[src/rtl/cnvm_pkg.sv]
// Package: register map, field positions, reset values and sequencer types
`default_nettype none
package cnvm_pkg;
	localparam int unsigned REG_W = 16;
	localparam int unsigned ADDR_W = 4;
	localparam int unsigned SEL_W = 4;
	localparam int unsigned SRC_N = 15;

	// Register offsets
	localparam logic [3:0] PIN_OUTPUT_SELECT_OFS = 4'h2;
	localparam logic [3:0] COMMIT_CHECKSUM_CONTROL_OFS = 4'h3;
	localparam logic [3:0] CHANNEL_POWER_DOWN_OFS = 4'h4;
	localparam logic [3:0] PLL_POWER_DOWN_OFS = 4'h5;

	// Reset values
	localparam logic [15:0] PIN_OUTPUT_SELECT_RST = 16'h0053;
	localparam logic [15:0] COMMIT_CHECKSUM_CONTROL_RST = 16'h0000;
	localparam logic [15:0] CHANNEL_POWER_DOWN_RST = 16'h0054;
	localparam logic [15:0] PLL_POWER_DOWN_RST = 16'h0030;

	// Field positions
	localparam int unsigned PIN1_ROUTE_LSB = 0;
	localparam int unsigned SKIP_CRC_BIT = 15;
	localparam int unsigned CRC_CMD_BIT = 14;
	localparam int unsigned LOAD_CMD_BIT = 13;
	localparam int unsigned STORE_CMD_BIT = 12;
	localparam int unsigned PAGE_BIT = 11;
	localparam int unsigned RSV_SC_HI_BIT = 2;
	localparam int unsigned RSV_SC_LO_BIT = 1;
	localparam int unsigned CHAN4_OFF_BIT = 7;
	localparam int unsigned CHAN3_OFF_BIT = 5;
	localparam int unsigned CHAN2_OFF_BIT = 3;
	localparam int unsigned CHAN1_OFF_BIT = 1;

	// Bits of the control register that hardware clears
	localparam logic [15:0] CTRL_HW_MASK = 16'h7006;

	// Operations handed to the nonvolatile memory engine
	typedef enum logic [1:0]
	{
		CNVM_OP_LOAD = 2'h0,
		CNVM_OP_STORE = 2'h1,
		CNVM_OP_CRC = 2'h2
	} cnvm_op_t;

	// Sequencer states, Gray coded along idle-issue-wait
	typedef enum logic [1:0]
	{
		CNVM_ST_IDLE = 2'h0,
		CNVM_ST_ISSUE = 2'h1,
		CNVM_ST_WAIT = 2'h3
	} cnvm_state_t;
endpackage : cnvm_pkg
`default_nettype wire

[src/rtl/cnvm_route_if.sv]
// Interface: status sources and selector between the top and the pin router
`default_nettype none
interface cnvm_route_if;
	import cnvm_pkg::*;
	logic [SEL_W-1:0] sel;
	logic [SRC_N-1:0] src;
	logic pin_out;
	modport drv (output sel, output src, input pin_out);
	modport mux (input sel, input src, output pin_out);
endinterface : cnvm_route_if
`default_nettype wire

[src/rtl/cnvm_pin_router.sv]
// Status pin router: picks one of the status sources for the pin
`default_nettype none
module cnvm_pin_router
(
	cnvm_route_if.mux rt
);
	import cnvm_pkg::*;

	// Codes above the last source drive low; clocks pass unregistered
	wire logic in_range;
	assign in_range = (32'(rt.sel) < SRC_N);
	assign rt.pin_out = in_range ? rt.src[rt.sel] : 1'b0;
endmodule : cnvm_pin_router
`default_nettype wire

[src/rtl/cnvm_regs.sv]
// Configuration, commit and power-down register slice with commit sequencer
// Overview of operation
// - Pin 1 follows a 4-bit selector, reset 3h, sources in documented order.
// - With skip bit set, soft or pin reset loads skip the checksum.
// - Loads after power-on reset still compute the checksum regardless.
// - Writing one to bit 14 recomputes the checksum, then self-clears.
// - Writing one to bit 13 loads the chosen page into registers.
// - Writing one to bit 12 stores registers into the chosen page.
// - Bit 11 picks page 0 or page 1 for both commits.
// - Power-up load uses the page pin; page bit governs later commits.
// - Control register at 3h resets 0h; reserved bits 2-1 self-clear.
// - Channel power register at 4h resets to 54h.
// - Bits 7 and 5 power down channel 4 and 3 regulators.
// - Bits 3 and 1 power down channel 2 and 1 regulators.
// - PLL power register at 5h resets to 30h.
`default_nettype none
module cnvm_regs
(
	input wire logic clk,
	input wire logic rstn,
	input wire logic [cnvm_pkg::ADDR_W-1:0] reg_addr,
	input wire logic [cnvm_pkg::REG_W-1:0] reg_wdata,
	input wire logic reg_wr,
	output logic [cnvm_pkg::REG_W-1:0] reg_rdata,
	input wire logic page_select_pin,
	input wire logic por_load_req,
	input wire logic rst_load_req,
	output logic nvm_start,
	output cnvm_pkg::cnvm_op_t nvm_op,
	output logic nvm_page,
	output logic nvm_crc_en,
	input wire logic nvm_done,
	input wire logic nvm_wr,
	input wire logic [cnvm_pkg::ADDR_W-1:0] nvm_addr,
	input wire logic [cnvm_pkg::REG_W-1:0] nvm_wdata,
	output logic nvm_busy,
	input wire logic [cnvm_pkg::SRC_N-1:0] status_src,
	output logic pin1_out,
	output logic chan1_reg_off,
	output logic chan2_reg_off,
	output logic chan3_reg_off,
	output logic chan4_reg_off,
	output logic [cnvm_pkg::REG_W-1:0] pll_power_down
);
	import cnvm_pkg::*;

	logic [15:0] pin_output_select_reg;
	logic [15:0] pin_output_select_next;
	logic [15:0] commit_checksum_control_reg;
	logic [15:0] commit_checksum_control_next;
	logic [15:0] channel_power_down_reg;
	logic [15:0] channel_power_down_next;
	logic [15:0] pll_power_down_reg;
	logic [15:0] pll_power_down_next;
	logic [15:0] rdata_reg;
	logic [15:0] rdata_next;
	cnvm_state_t state_reg;
	cnvm_state_t state_next;
	cnvm_op_t op_reg;
	cnvm_op_t op_next;
	logic page_reg;
	logic page_next;
	logic crc_en_reg;
	logic crc_en_next;
	logic cfg_load_reg;
	logic cfg_load_next;
	logic init_done_reg;
	logic init_done_next;
	logic por_pend_reg;
	logic por_pend_next;
	logic rst_pend_reg;
	logic rst_pend_next;
	logic page_meta_reg;
	logic page_sync_reg;

	// Address decode for host and memory-engine writes
	wire logic host_sel_pin;
	wire logic host_sel_ctrl;
	wire logic host_sel_chan;
	wire logic host_sel_pll;
	wire logic nvm_sel_pin;
	wire logic nvm_sel_ctrl;
	wire logic nvm_sel_chan;
	wire logic nvm_sel_pll;
	assign host_sel_pin = reg_wr && (reg_addr == PIN_OUTPUT_SELECT_OFS);
	assign host_sel_ctrl = reg_wr && (reg_addr == COMMIT_CHECKSUM_CONTROL_OFS);
	assign host_sel_chan = reg_wr && (reg_addr == CHANNEL_POWER_DOWN_OFS);
	assign host_sel_pll = reg_wr && (reg_addr == PLL_POWER_DOWN_OFS);
	assign nvm_sel_pin = nvm_wr && (nvm_addr == PIN_OUTPUT_SELECT_OFS);
	assign nvm_sel_ctrl = nvm_wr && (nvm_addr == COMMIT_CHECKSUM_CONTROL_OFS);
	assign nvm_sel_chan = nvm_wr && (nvm_addr == CHANNEL_POWER_DOWN_OFS);
	assign nvm_sel_pll = nvm_wr && (nvm_addr == PLL_POWER_DOWN_OFS);

	// Sequencer side of the control register
	wire logic [15:0] ctrl = commit_checksum_control_reg;
	wire logic idle = (state_reg == CNVM_ST_IDLE);
	wire logic finish = (state_reg == CNVM_ST_WAIT) && nvm_done;
	wire logic fin_store = finish && (op_reg == CNVM_OP_STORE);
	wire logic fin_crc = finish && (op_reg == CNVM_OP_CRC);
	wire logic cmd_load = ctrl[LOAD_CMD_BIT];
	wire logic cmd_store = ctrl[STORE_CMD_BIT];
	wire logic cmd_crc = ctrl[CRC_CMD_BIT];
	wire logic fin_load;
	assign fin_load = finish && !cfg_load_reg && (op_reg == CNVM_OP_LOAD);

	// Hardware clear mask; a host write of one in the same cycle wins
	wire logic [15:0] hw_clr;
	wire logic [15:0] ctrl_held;
	wire logic [15:0] ctrl_nvm;
	assign hw_clr = (16'(fin_crc) << CRC_CMD_BIT)
		| (16'(fin_load) << LOAD_CMD_BIT)
		| (16'(fin_store) << STORE_CMD_BIT)
		| (16'h0001 << RSV_SC_HI_BIT)
		| (16'h0001 << RSV_SC_LO_BIT);
	assign ctrl_held = ctrl & ~hw_clr;
	// A page load keeps pending command bits, replaces the rest
	assign ctrl_nvm = (nvm_wdata & ~CTRL_HW_MASK) | (ctrl_held & CTRL_HW_MASK);

	// Register next values: host write beats a concurrent memory load
	always_comb
	begin
		pin_output_select_next = pin_output_select_reg;
		channel_power_down_next = channel_power_down_reg;
		pll_power_down_next = pll_power_down_reg;
		commit_checksum_control_next = ctrl_held;
		if (nvm_sel_pin)
			pin_output_select_next = nvm_wdata;
		if (nvm_sel_chan)
			channel_power_down_next = nvm_wdata;
		if (nvm_sel_pll)
			pll_power_down_next = nvm_wdata;
		if (nvm_sel_ctrl)
			commit_checksum_control_next = ctrl_nvm;
		if (host_sel_pin)
			pin_output_select_next = reg_wdata;
		if (host_sel_chan)
			channel_power_down_next = reg_wdata;
		if (host_sel_pll)
			pll_power_down_next = reg_wdata;
		if (host_sel_ctrl)
			commit_checksum_control_next = reg_wdata;
	end

	// Sequencer: reset loads first, then load, store, checksum commands
	always_comb
	begin
		state_next = state_reg;
		op_next = op_reg;
		page_next = page_reg;
		crc_en_next = crc_en_reg;
		cfg_load_next = cfg_load_reg;
		init_done_next = init_done_reg;
		por_pend_next = por_pend_reg | por_load_req;
		rst_pend_next = rst_pend_reg | rst_load_req;
		case (state_reg)
			CNVM_ST_IDLE:
			begin
				if (por_pend_reg)
				begin
					state_next = CNVM_ST_ISSUE;
					op_next = CNVM_OP_LOAD;
					page_next = page_sync_reg;
					crc_en_next = 1'b1;
					cfg_load_next = 1'b1;
					por_pend_next = por_load_req;
				end
				else if (rst_pend_reg)
				begin
					state_next = CNVM_ST_ISSUE;
					op_next = CNVM_OP_LOAD;
					page_next = init_done_reg ? ctrl[PAGE_BIT]
						: page_sync_reg;
					crc_en_next = !ctrl[SKIP_CRC_BIT];
					cfg_load_next = 1'b1;
					rst_pend_next = rst_load_req;
				end
				else if (cmd_load || cmd_store || cmd_crc)
				begin
					state_next = CNVM_ST_ISSUE;
					op_next = cmd_load ? CNVM_OP_LOAD
						: (cmd_store ? CNVM_OP_STORE : CNVM_OP_CRC);
					page_next = ctrl[PAGE_BIT];
					crc_en_next = cmd_load && !ctrl[SKIP_CRC_BIT];
					cfg_load_next = 1'b0;
				end
			end
			CNVM_ST_ISSUE:
				state_next = CNVM_ST_WAIT;
			CNVM_ST_WAIT:
			begin
				if (nvm_done)
				begin
					state_next = CNVM_ST_IDLE;
					if (cfg_load_reg)
						init_done_next = 1'b1;
				end
			end
			default:
				state_next = CNVM_ST_IDLE;
		endcase
	end

	// Read mux; unmapped offsets read zero
	always_comb
	begin
		if (reg_addr == PIN_OUTPUT_SELECT_OFS)
			rdata_next = pin_output_select_reg;
		else if (reg_addr == COMMIT_CHECKSUM_CONTROL_OFS)
			rdata_next = ctrl;
		else if (reg_addr == CHANNEL_POWER_DOWN_OFS)
			rdata_next = channel_power_down_reg;
		else if (reg_addr == PLL_POWER_DOWN_OFS)
			rdata_next = pll_power_down_reg;
		else
			rdata_next = 16'h0000;
	end

	// Register bank
	always_ff @(posedge clk)
	begin
		if (!rstn)
		begin
			pin_output_select_reg <= PIN_OUTPUT_SELECT_RST;
			commit_checksum_control_reg <= COMMIT_CHECKSUM_CONTROL_RST;
			channel_power_down_reg <= CHANNEL_POWER_DOWN_RST;
			pll_power_down_reg <= PLL_POWER_DOWN_RST;
			rdata_reg <= 16'h0000;
		end
		else
		begin
			pin_output_select_reg <= pin_output_select_next;
			commit_checksum_control_reg <= commit_checksum_control_next;
			channel_power_down_reg <= channel_power_down_next;
			pll_power_down_reg <= pll_power_down_next;
			rdata_reg <= rdata_next;
		end
	end

	// Sequencer state and the page pin synchroniser
	always_ff @(posedge clk)
	begin
		if (!rstn)
		begin
			page_meta_reg <= 1'b0;
			page_sync_reg <= 1'b0;
			state_reg <= CNVM_ST_IDLE;
			op_reg <= CNVM_OP_LOAD;
			page_reg <= 1'b0;
			crc_en_reg <= 1'b0;
			cfg_load_reg <= 1'b0;
			init_done_reg <= 1'b0;
			por_pend_reg <= 1'b0;
			rst_pend_reg <= 1'b0;
		end
		else
		begin
			page_meta_reg <= page_select_pin; // Pin is asynchronous
			page_sync_reg <= page_meta_reg; // Only this flop is read
			state_reg <= state_next;
			op_reg <= op_next;
			page_reg <= page_next;
			crc_en_reg <= crc_en_next;
			cfg_load_reg <= cfg_load_next;
			init_done_reg <= init_done_next;
			por_pend_reg <= por_pend_next;
			rst_pend_reg <= rst_pend_next;
		end
	end

	// Status pin routing through the small router
	cnvm_route_if rt ();
	assign rt.sel = pin_output_select_reg[PIN1_ROUTE_LSB +: SEL_W];
	assign rt.src = status_src;
	cnvm_pin_router u_router
	(
		.rt(rt)
	);
	assign pin1_out = rt.pin_out;

	// Outputs; busy covers the whole transfer so checksum reads wait on it
	assign nvm_busy = !idle;
	assign nvm_start = (state_reg == CNVM_ST_ISSUE);
	assign nvm_op = op_reg;
	assign nvm_page = page_reg;
	assign nvm_crc_en = crc_en_reg;
	assign reg_rdata = rdata_reg;
	assign chan1_reg_off = channel_power_down_reg[CHAN1_OFF_BIT];
	assign chan2_reg_off = channel_power_down_reg[CHAN2_OFF_BIT];
	assign chan3_reg_off = channel_power_down_reg[CHAN3_OFF_BIT];
	assign chan4_reg_off = channel_power_down_reg[CHAN4_OFF_BIT];
	assign pll_power_down = pll_power_down_reg;
endmodule : cnvm_regs
`default_nettype wire

[config.mk]
export PLATFORM = sky130hd
export DESIGN_NAME = cnvm_regs
export DESIGN_NICKNAME = d
export VERILOG_FILES = /design/src/rtl/cnvm_pkg.sv /design/src/rtl/cnvm_route_if.sv /design/src/rtl/cnvm_pin_router.sv /design/src/rtl/cnvm_regs.sv
export SDC_FILE = /design/constraint.sdc
export NUM_CORES = 1
export LEC_CHECK = 0
export BUFFER_PORTS_ARGS = -buffer_cell sky130_fd_sc_hd__buf_2
export CAP_MARGIN = 40
export CORE_MARGIN = 3
export CORE_UTILIZATION = 50
export DETAILED_ROUTE_END_ITERATION = 7
export PLACE_DENSITY = 0.75
export SETUP_SLACK_MARGIN = 0.3
export SYNTH_ARGS = -nofsm -noshare
export SYNTH_HDL_FRONTEND = slang
export SYNTH_SLANG_ARGS = --single-unit
[constraint.sdc]
create_clock -name clk -period 2.1 [get_ports clk]
set_clock_uncertainty 0.15 [all_clocks]
set_input_delay 0.525 -clock clk [delete_from_list [all_inputs] [get_ports clk]]
set_output_delay 0.525 -clock clk [all_outputs]
set_load 0.02 [all_outputs]
[Yosys cells after proc, flatten, opt, wreduce, memory -nomap -nowiden]
Index checks and enable logic that the tools add are counted.
Storage, ports and cells
  logic and storage cells: 106
  register bits after elaboration: 92
Cells by class
  multiplexer cells: 40
  bitwise gates (word level): 7
  equal/unequal tests: 14
  order comparisons: 2
  reductions and logical operators: 28
Operator list (count)
  16-bit two-way mux: 12
  2-bit two-way mux: 9
  1-bit two-way mux: 17
  16-bit AND: 1
  4-bit by 2-bit == test with 1-bit output, second input constant: 4
  4-bit by 3-bit == test with 1-bit output, second input constant: 4
  15-bit NOT with 16-bit output: 1
  16-bit by 15-bit bitwise OR with 16-bit output: 1
  15-bit by 13-bit bitwise OR with 15-bit output: 1
  15-bit by 14-bit bitwise OR with 15-bit output: 1
  1-bit logical AND: 14
  2-bit case mux with 3 select lines: 1
  2-bit nonzero test: 3
  4-bit by 5-bit less-than comparator with 1-bit output, second input constant: 1
  1-bit binary-select mux with 4-bit select: 1
  2-bit by 1-bit == test with 1-bit output, second input constant: 2
  2-bit == test, second input constant: 2
  2-bit zero test: 2
  4-bit less-than comparator, second input constant: 1
  4-bit by 3-bit inequality test with 1-bit output, second input constant: 1
  2-bit AND reduction: 2
  1-bit zero test: 3
  3-bit AND reduction: 1
  3-bit nonzero test: 1
  3 further kinds: 5

[Depth between registers and ports, before layout]
Gate-level depths: netlist (run 1).
  depth after elaboration: 11
  gate-level depth with buffers: 7
  gate-level depth less buffers: 4

[Cells and area by module]
From an unflattened synthesis (run 1), not the netlist that was laid out.
Unflattened totals
  cells, all modules: 495
  area total of the unflattened synthesis: 4341.7 um^2
By module, submodules not included
  cnvm_regs: sequential area each 1841.8 um^2, area an instance 4206.5 um^2, cells each 485, instances 1
  cnvm_pin_router: sequential area each 0.0 um^2, area an instance 135.1 um^2, cells each 10, instances 1

[Worst setup path before layout (run 1)]
OpenSTA, ideal clock, no wires.
  path kind: input to output
  start point: in status_src[10] (netlist name)
  end point: out pin1_out
  path buffers: 0
  stages on the path: 4
  setup slack: 3 ps
  arrival: 1422 ps
  path through: mux4_2 > nor2b_1 > a211oi_1 > a21oi_1
Between the ends
  longest elaborated chain between the ends: 3
Ends and longest elaborated chain
  start: declaration: line cnvm_regs.sv:37  | input wire logic [cnvm_pkg::SRC_N-1:0] status_src,
  1-bit binary-select mux with 4-bit select: line cnvm_pin_router.sv:12  | assign rt.pin_out = in_range ? rt.src[rt.sel] : 1'b0;
  1-bit two-way mux (implied by the code): line cnvm_pin_router.sv:12
  1-bit two-way mux: line cnvm_pin_router.sv:12
  end: declaration: line cnvm_regs.sv:38  | output logic pin1_out,
Every way passes these cells. The select of a mux whose other input is x is not followed.

[Worst setup path in the final report (run 1)]
  start point: reg pin_output_select_reg[1]
  end point: out pin1_out
Between the ends
  longest elaborated chain between the ends: 3
Ends and longest elaborated chain
  start: declaration: line cnvm_regs.sv:47  | logic [15:0] pin_output_select_reg;
  start signal: assignment: line cnvm_regs.sv:231  | pin_output_select_reg <= pin_output_select_next;
  1-bit binary-select mux with 4-bit select: line cnvm_pin_router.sv:12
  1-bit two-way mux (implied by the code): line cnvm_pin_router.sv:12
  1-bit two-way mux (*): line cnvm_pin_router.sv:12
Every way passes the cells marked *; elsewhere a longest branch is shown, timed or not. The select of a mux whose other input is x is not followed.

==> summary.md, run 1 <==
| Metric | Value |
|---|---|
| Status | `finished, violations left` |
| Violations in the final reports | `negative setup slack` |
| Number of enable flip-flop cells after synthesis | `0` |
| Clock edge transition at the registers on the reported setup and hold paths | `approximately 0.090 ns` |
| Most numerous cell types in the synthesized netlist | `92 x dfxtp_1, 59 x nand2_1, 46 x a21oi_1` |
| Predominant post-synthesis flop cell | `dfxtp_1` |
| Clk Latency, worst-skew pair | `0.36 ns` |
| Yosys top cell by area | `dfxtp_1` |
| Area fraction in and, or, nand and nor cells after synthesis | `14.4%` |
| Arrival time reported for the critical path endpoint | `1.78 ns` |
| Count of clock tree sinks | `92` |
| Average wire per standard cell | `18.1 um` |
| Register-to-Register Setup Slack | `~0.57 ns` |
| Proportion of synthesized flip-flops having asynchronous set or reset | `0%` |
| Final period utilization | `117%` |
| CP Launch Type | `flip-flop` |
| Overall fraction of global-route tracks in use | `approximately a quarter` |
| Area inside the core boundary | `8420 sq um` |
| Routed WL | `12.7 mm` |
| Total count of max-transition violations in the final report | `0` |
| Minimum setup slack after placement | `-0.182 ns` |
| Worst Hold Class | `input port to flip-flop` |
| Number of nets in the layout | `657` |
| Worst Path Class, Setup | `flip-flop to output port` |
| CTS tree | `built` |
| Leakage power figure | `0.00237 uW` |
| Slew HR | `between 70 and 80%` |
| Antenna Nets Post-Route | `0` |
| Pin count of the biggest net entering global routing | `32` |
| Element type at the critical path end | `output port` |
| Largest family of logic cells by synthesized area | `compound AO/OA/AOI/OAI gates` |
| Clock root buffer | `clkbuf_8` |
| Number of setup violations in the final report | `1` |
| Unrepaired setup endpoints after global routing | `yes` |
| Cell Pwr Density | `roughly 660 nW/um^2` |
| Synthesized cell area | `4440 sq um` |
| Max Clk Rate | `407 MHz` |
| Post-synthesis xor/xnor area fraction | `0%` |
| Effective utilization at floorplan | `52.8%` |
| Global-route wire length before repair | `20.1 mm` |
| Fraction of final layout cells sized beyond drive strength 1 | `slightly above 30%` |
| Total congestion overflow after global routing | `0` |
| Setup bufs post-CTS | `0` |
| Vias | `about 4200` |
| Num rows | `33` |
| Gate Count Post-Synth | `between 400 and 500` |
| Clock Path Buffers | `2` |
| Post-DR vias/cell | `6.03` |
| DRC violation total after the first TritonRoute iteration | `~360` |
| Post-Syn Area per Cell | `9.03 sq um` |
| DRT Pass-1 Iters | `5` |
| Fraction of the yosys area taken by sequential cells | `41.4%` |
| Final min period | `between 2 and 2.5 ns` |
| Die width | `100 um` |
| Share of cell area taken by muxes after synthesis | `15.5%` |
| Cell with the most instances after synthesis | `dfxtp_1` |
| Final setup margin | `-0.359 ns` |
| Number of failing hold endpoints at the final stage | `0` |
| CTS H-tree lvls | `3` |
| Post-synthesis net count | `555` |
| Transition time at the pin with the least slew margin | `0.407 ns` |
| Total of warnings raised by yosys | `0` |
| Synthesized-area fraction occupied by ao, oa, aoi and oai cells | `23.0%` |
| Share of the synthesized area in the top cell type | `41.4%` |
| Max rail drop VDD | `0.368 mV` |
| Via count of the first global-routing pass | `4020` |
| Num CTS Buffers | `9` |
| Top fanout value on the critical path | `6` |
| Area Overhead vs Synth | `19.7%` |
| Port Buffers | `105` |
| Register bit total from synthesis | `92` |
| Antenna diode count | `0` |
| Post-detailed-placement half-perimeter wirelength | `8.87 mm` |
| Die extent in y | `100 um` |
| Cell variety after synth | `48` |
| Hold WS | `0.210 ns` |
| Cells taking the most area after synthesis | `dfxtp_1 41%, mux2i_1 9.7%, a21oi_1 5.2%, nand2_1 5.0%, mux2_2 4.3%` |
| Overall die area | `a little over 10000 sq um` |
| Initial antenna violation count | `0` |
| Adder-cell area share of the yosys netlist | `0%` |
| CP Data Required Time | `roughly 1.4 ns` |
| I/O Pins | `106` |
| GP Congestion | `0.911` |
| Post-detailed-route DRC marker count | `0` |
| Max capacitance violation total | `0` |
metrics by stage:
stage	utilization, %	setup TNS [ns]	instance area (sq um)	instances	total power, uW
floorplan	-	0	4460	492	2210
global placement	61.0	-0.132	5140	688	2400
detailed placement	61.0	-0.182	5140	688	2420
CTS	63.1	-0.377	5320	704	3490
global route	63.1	-0.432	5320	704	3620
finish	63.1	-0.359	5320	704	3490
cell type report:
class	count	area (sq um)
Multi-Input combinational cell	355	2370
Tap cell	105	131
Timing Repair Buffer	132	778
Fill cell	753	3100
Sequential cell	92	1850
Clock inverter	6	46.3
Clock buffer	10	128
Inverter	4	15.0
cell families after synthesis:
| kind of cell | Yosys count |
|---|---|
| AOI/OAI and AO/OA | 173 |
| DFF | 92 |
| buffers and inverters | 45 |
| and+or+nand+nor | 119 |
| muxes | 63 |
per-layer routing:
metal / up-vias / track usage (%) / routed length [um]
li1: 2008 / - / -
met1: 2023 / 33.1 / 5350
met2: 186 / 41.3 / 6160
met3: 28 / 4.79 / 957
met4: 0 / 7.98 / 281
met5: - / 0 / 0
repair_timing:
action / CTS / global route
pin swaps: 0 / 0
setup endpoints to repair: 2 / 3
hold buffers: 0 / 0
gates resized for setup: 3 / 2
power by group:
| part | internal, uW | leakage, uW | switching [uW] |
|---|---|---|---|
| Sequential | 1810 | 0.000749 | 47.5 |
| Combinational | 232 | 0.00153 | 303 |
| Clock | 439 | 0.0000833 | 658 |
worst max-delay path, stage by stage (launching register included):
cell      delay (ns)
dfxtp_4         0.40
mux4_2          0.51
nor2b_4         0.14
a211oi_2        0.17
a21oi_2         0.05
buf_2           0.16
cells in the final DEF (no fill, tap or decap), types with 3 or more instances in the layout:
master    netlist  layout
a31oi_1        25      25
o21ai_0        29      29
and3_1          6       6
mux2i_1        43      43
dfxtp_1        92      89
nor2b_1         9       8
a221oi_1        5       5
buf_12          0       4
inv_1           4       4
nand2b_1        7       7
buf_4           6      23
buf_2          14     105
o21ai_1        34      34
nand2_1        59      59
a21oi_1        46      45
clkbuf_8        0       9
nor3b_1         3       3
a211oi_1       21      20
mux4_2          3       3
nor2_1         12      11
a21boi_0        3       3
nand3_1         3       3
mux2_2         17      17
worst paths after layout:
path / startpoint / end / cells after the start
min reg2reg: page_meta_reg / page_sync_reg / 1
min: page_select_pin / page_meta_reg / 2
max: pin_output_select_reg[1] / pin1_out / 5
max reg2reg: por_pend_reg / state_reg[0] / 3
(Power assumes the default switching activity.)
==> run 2: changes to the inputs <==
==> constraint.sdc (replaced) <==
create_clock -name clk -period 2.9 [get_ports clk]
set_clock_uncertainty 0.15 [all_clocks]
set_input_delay 0.725 -clock clk [delete_from_list [all_inputs] [get_ports clk]]
set_output_delay 0.725 -clock clk [all_outputs]
set_load 0.02 [all_outputs]
==> run 2 against run 1 <==
Against the previous run: sequential cell count stayed put; sequential power down 28%; global-route usage down 0.70 points; core utilization is 0.77 points lower; register-to-register slack improved by 0.78 ns; critical path type is now input port to output port; via count fell by 2.3%; first-iteration DRC count decreased by 7.5%; combinational power decreased by 31%; setup slack better by 0.59 ns; largest cell class unchanged; clock power decreased by 5%; count of clock-buffer cells in the layout unchanged; total power decreased by 21%; the run now ends clean.
==> summary.md, run 2 (synthesis gave the netlist of run 1 again) <==
| Metric | Value |
|---|---|
| Initial antenna violation count | `0` |
| Port Buffers | `105` |
| Antenna Nets Post-Route | `0` |
| Post-DR vias/cell | `6.00` |
| FF+latch area | `1850 sq um` |
| Num CTS Buffers | `9` |
| Vias | `4149` |
| Max capacitance violation total | `0` |
| Overall die area | `around 10000 sq um` |
| Area Overhead vs Synth | `18.2%` |
| Antenna diode count | `0` |
| Number of buffers inserted for hold repair after clock tree synthesis | `0` |
| Final instance count without filler cells | `692` |
| I/O Pins | `106` |
| Master of the slowest instance on the critical path | `mux4_2` |
| Unrepaired setup endpoints after global routing | `yes` |
| Num rows | `33` |
| Element type at the critical path end | `output port` |
| Global-route wire length before repair | `around 20 mm` |
| Transition time at the pin with the least slew margin | `0.800 ns` |
| Hold WS | `0.288 ns` |
| Count of fill cells added during filler insertion | `742` |
| CTS tree | `built` |
| Fraction of final layout cells sized beyond drive strength 1 | `28.3%` |
| Post-detailed-route DRC marker count | `0` |
| Cell Pwr Density | `approximately 530 nW/um^2` |
| Commonest cells after routing, fill and taps aside | `101 x buf_2, 91 x dfxtp_1, 59 x nand2_1` |
| Clock root buffer | `clkbuf_8` |
| Area inside the core boundary | `8420 sq um` |
| Placement-stage cell area | `4970 sq um` |
| CTS H-tree lvls | `3` |
| Die extent in y | `100 um` |
| DRC violation total after the first TritonRoute iteration | `roughly 330` |
| Clock edge transition at the registers on the reported setup and hold paths | `0.08 ns` |
| Status | `completed` |
| Worst Hold Class | `flip-flop to flip-flop` |
| Pin count of the biggest net entering global routing | `42` |
| Post-detailed-placement half-perimeter wirelength | `8.43 mm` |
| Clk Latency, worst-skew pair | `about 0.36 ns` |
| CP peak stage delay | `0.45 ns` |
| Number of failing hold endpoints at the final stage | `0` |
| Count of clock tree sinks | `92` |
| Total count of max-transition violations in the final report | `0` |
| Leakage power figure | `0.00233 uW` |
| GP Congestion | `0.842` |
| Arrival time reported for the critical path endpoint | `~1.8 ns` |
| Max rail drop VDD | `~0.28 mV` |
| Die width | `100 um` |
| Area occupied by multi-input gates | `2350 sq um` |
| Cell-by-cell trace of the critical path | `buf_6 > mux4_2 > nor2b_1 > a211oi_1 > a21oi_1 > buf_4` |
| Clock Path Buffers | `2` |
| Final min period | `2.67 ns` |
| Cell count after placement | `675` |
| Final period utilization | `92.1%` |
| Design area | `5250 sq um` |
| CP Data Required Time | `2.03 ns` |
| Via count of the first global-routing pass | `3859` |
| Average wire per standard cell | `17.7 um` |
| Routed WL | `12.3 mm` |
| Max Clk Rate | `374 MHz` |
| Summed negative setup slack over all endpoints | `0 ns` |
| Total congestion overflow after global routing | `0` |
| Number of nets in the layout | `about 650` |
| Top fanout value on the critical path | `1` |
| DRT Pass-1 Iters | `5` |
| Worst Path Class, Setup | `input port to output port` |
| Slew HR | `46.7%` |
| Effective utilization at floorplan | `between 50% and 60%` |
| Overall Power | `2760 uW` |
| Overall fraction of global-route tracks in use | `24.3%` |
| CP Launch Type | `input port` |
| Commonest non-fill, non-tap cell in the layout | `buf_2` |
| Number of setup violations in the final report | `0` |
-- run 2: report_power, final --
group / switching (uW) / internal (uW) / total, uW
logic: 214 / 157 / 370
clock network: 456 / 596 / 1050
registers: 31.8 / 1310 / 1340
total: 701 / 2060 / 2760
-- run 2: layer usage --
| layer | routed length (um) | GRT usage [%] | vias up |
|---|---|---|---|
| met5 | 0 | 0 | - |
| met4 | 261 | 9.53 | 0 |
| met3 | 933 | 4.17 | 27 |
| met2 | 5770 | 39.5 | 199 |
| met1 | 5300 | 32.3 | 1948 |
| li1 | - | - | 1975 |
-- run 2: path summary, 6_finish.rpt --
check        depth (start not counted)      startpoint  slack, ns            end
max                                  6  status_src[10]       0.23       pin1_out
min                                  1   page_meta_reg       0.29  page_sync_reg
max reg2reg                          4    state_reg[1]       1.35   rst_pend_reg
min reg2reg                          1   page_meta_reg       0.29  page_sync_reg
-- run 2: area by class of cell --
type / count / area share, %
Clock buffer: 10 / 2.62
Tap cell: 105 / 2.50
Clock inverter: 6 / 2.12
Timing Repair Buffer: 120 / 12.6
Multi-Input combinational cell: 355 / 44.8
Inverter: 4 / 0.286
Sequential cell: 92 / 35.1
-- run 2: what timing repair did --
action / CTS / global route
hold endpoints to repair: 0 / 0
endpoints found under the setup margin: 1 / 1
gates resized for setup: 6 / 0
pin swaps: 1 / 0
setup buffers: 1 / 0
-- run 2: through the flow --
step / setup WS, ns / util, %
3_3_place_gp: 0.213 / 59.0
3_5_place_dp: 0.170 / 59.0
5_1_grt: 0.180 / 62.4
4_1_cts: 0.217 / 62.4
6_report: 0.229 / 62.4
2_1_floorplan: 0.403 / -
-- run 2: critical path: cells and delay by family --
family / cells / cell delay, ns
mux: 1 / 0.45
compound gates: 2 / 0.23
buf+inv: 2 / 0.25
simple gates: 1 / 0.14
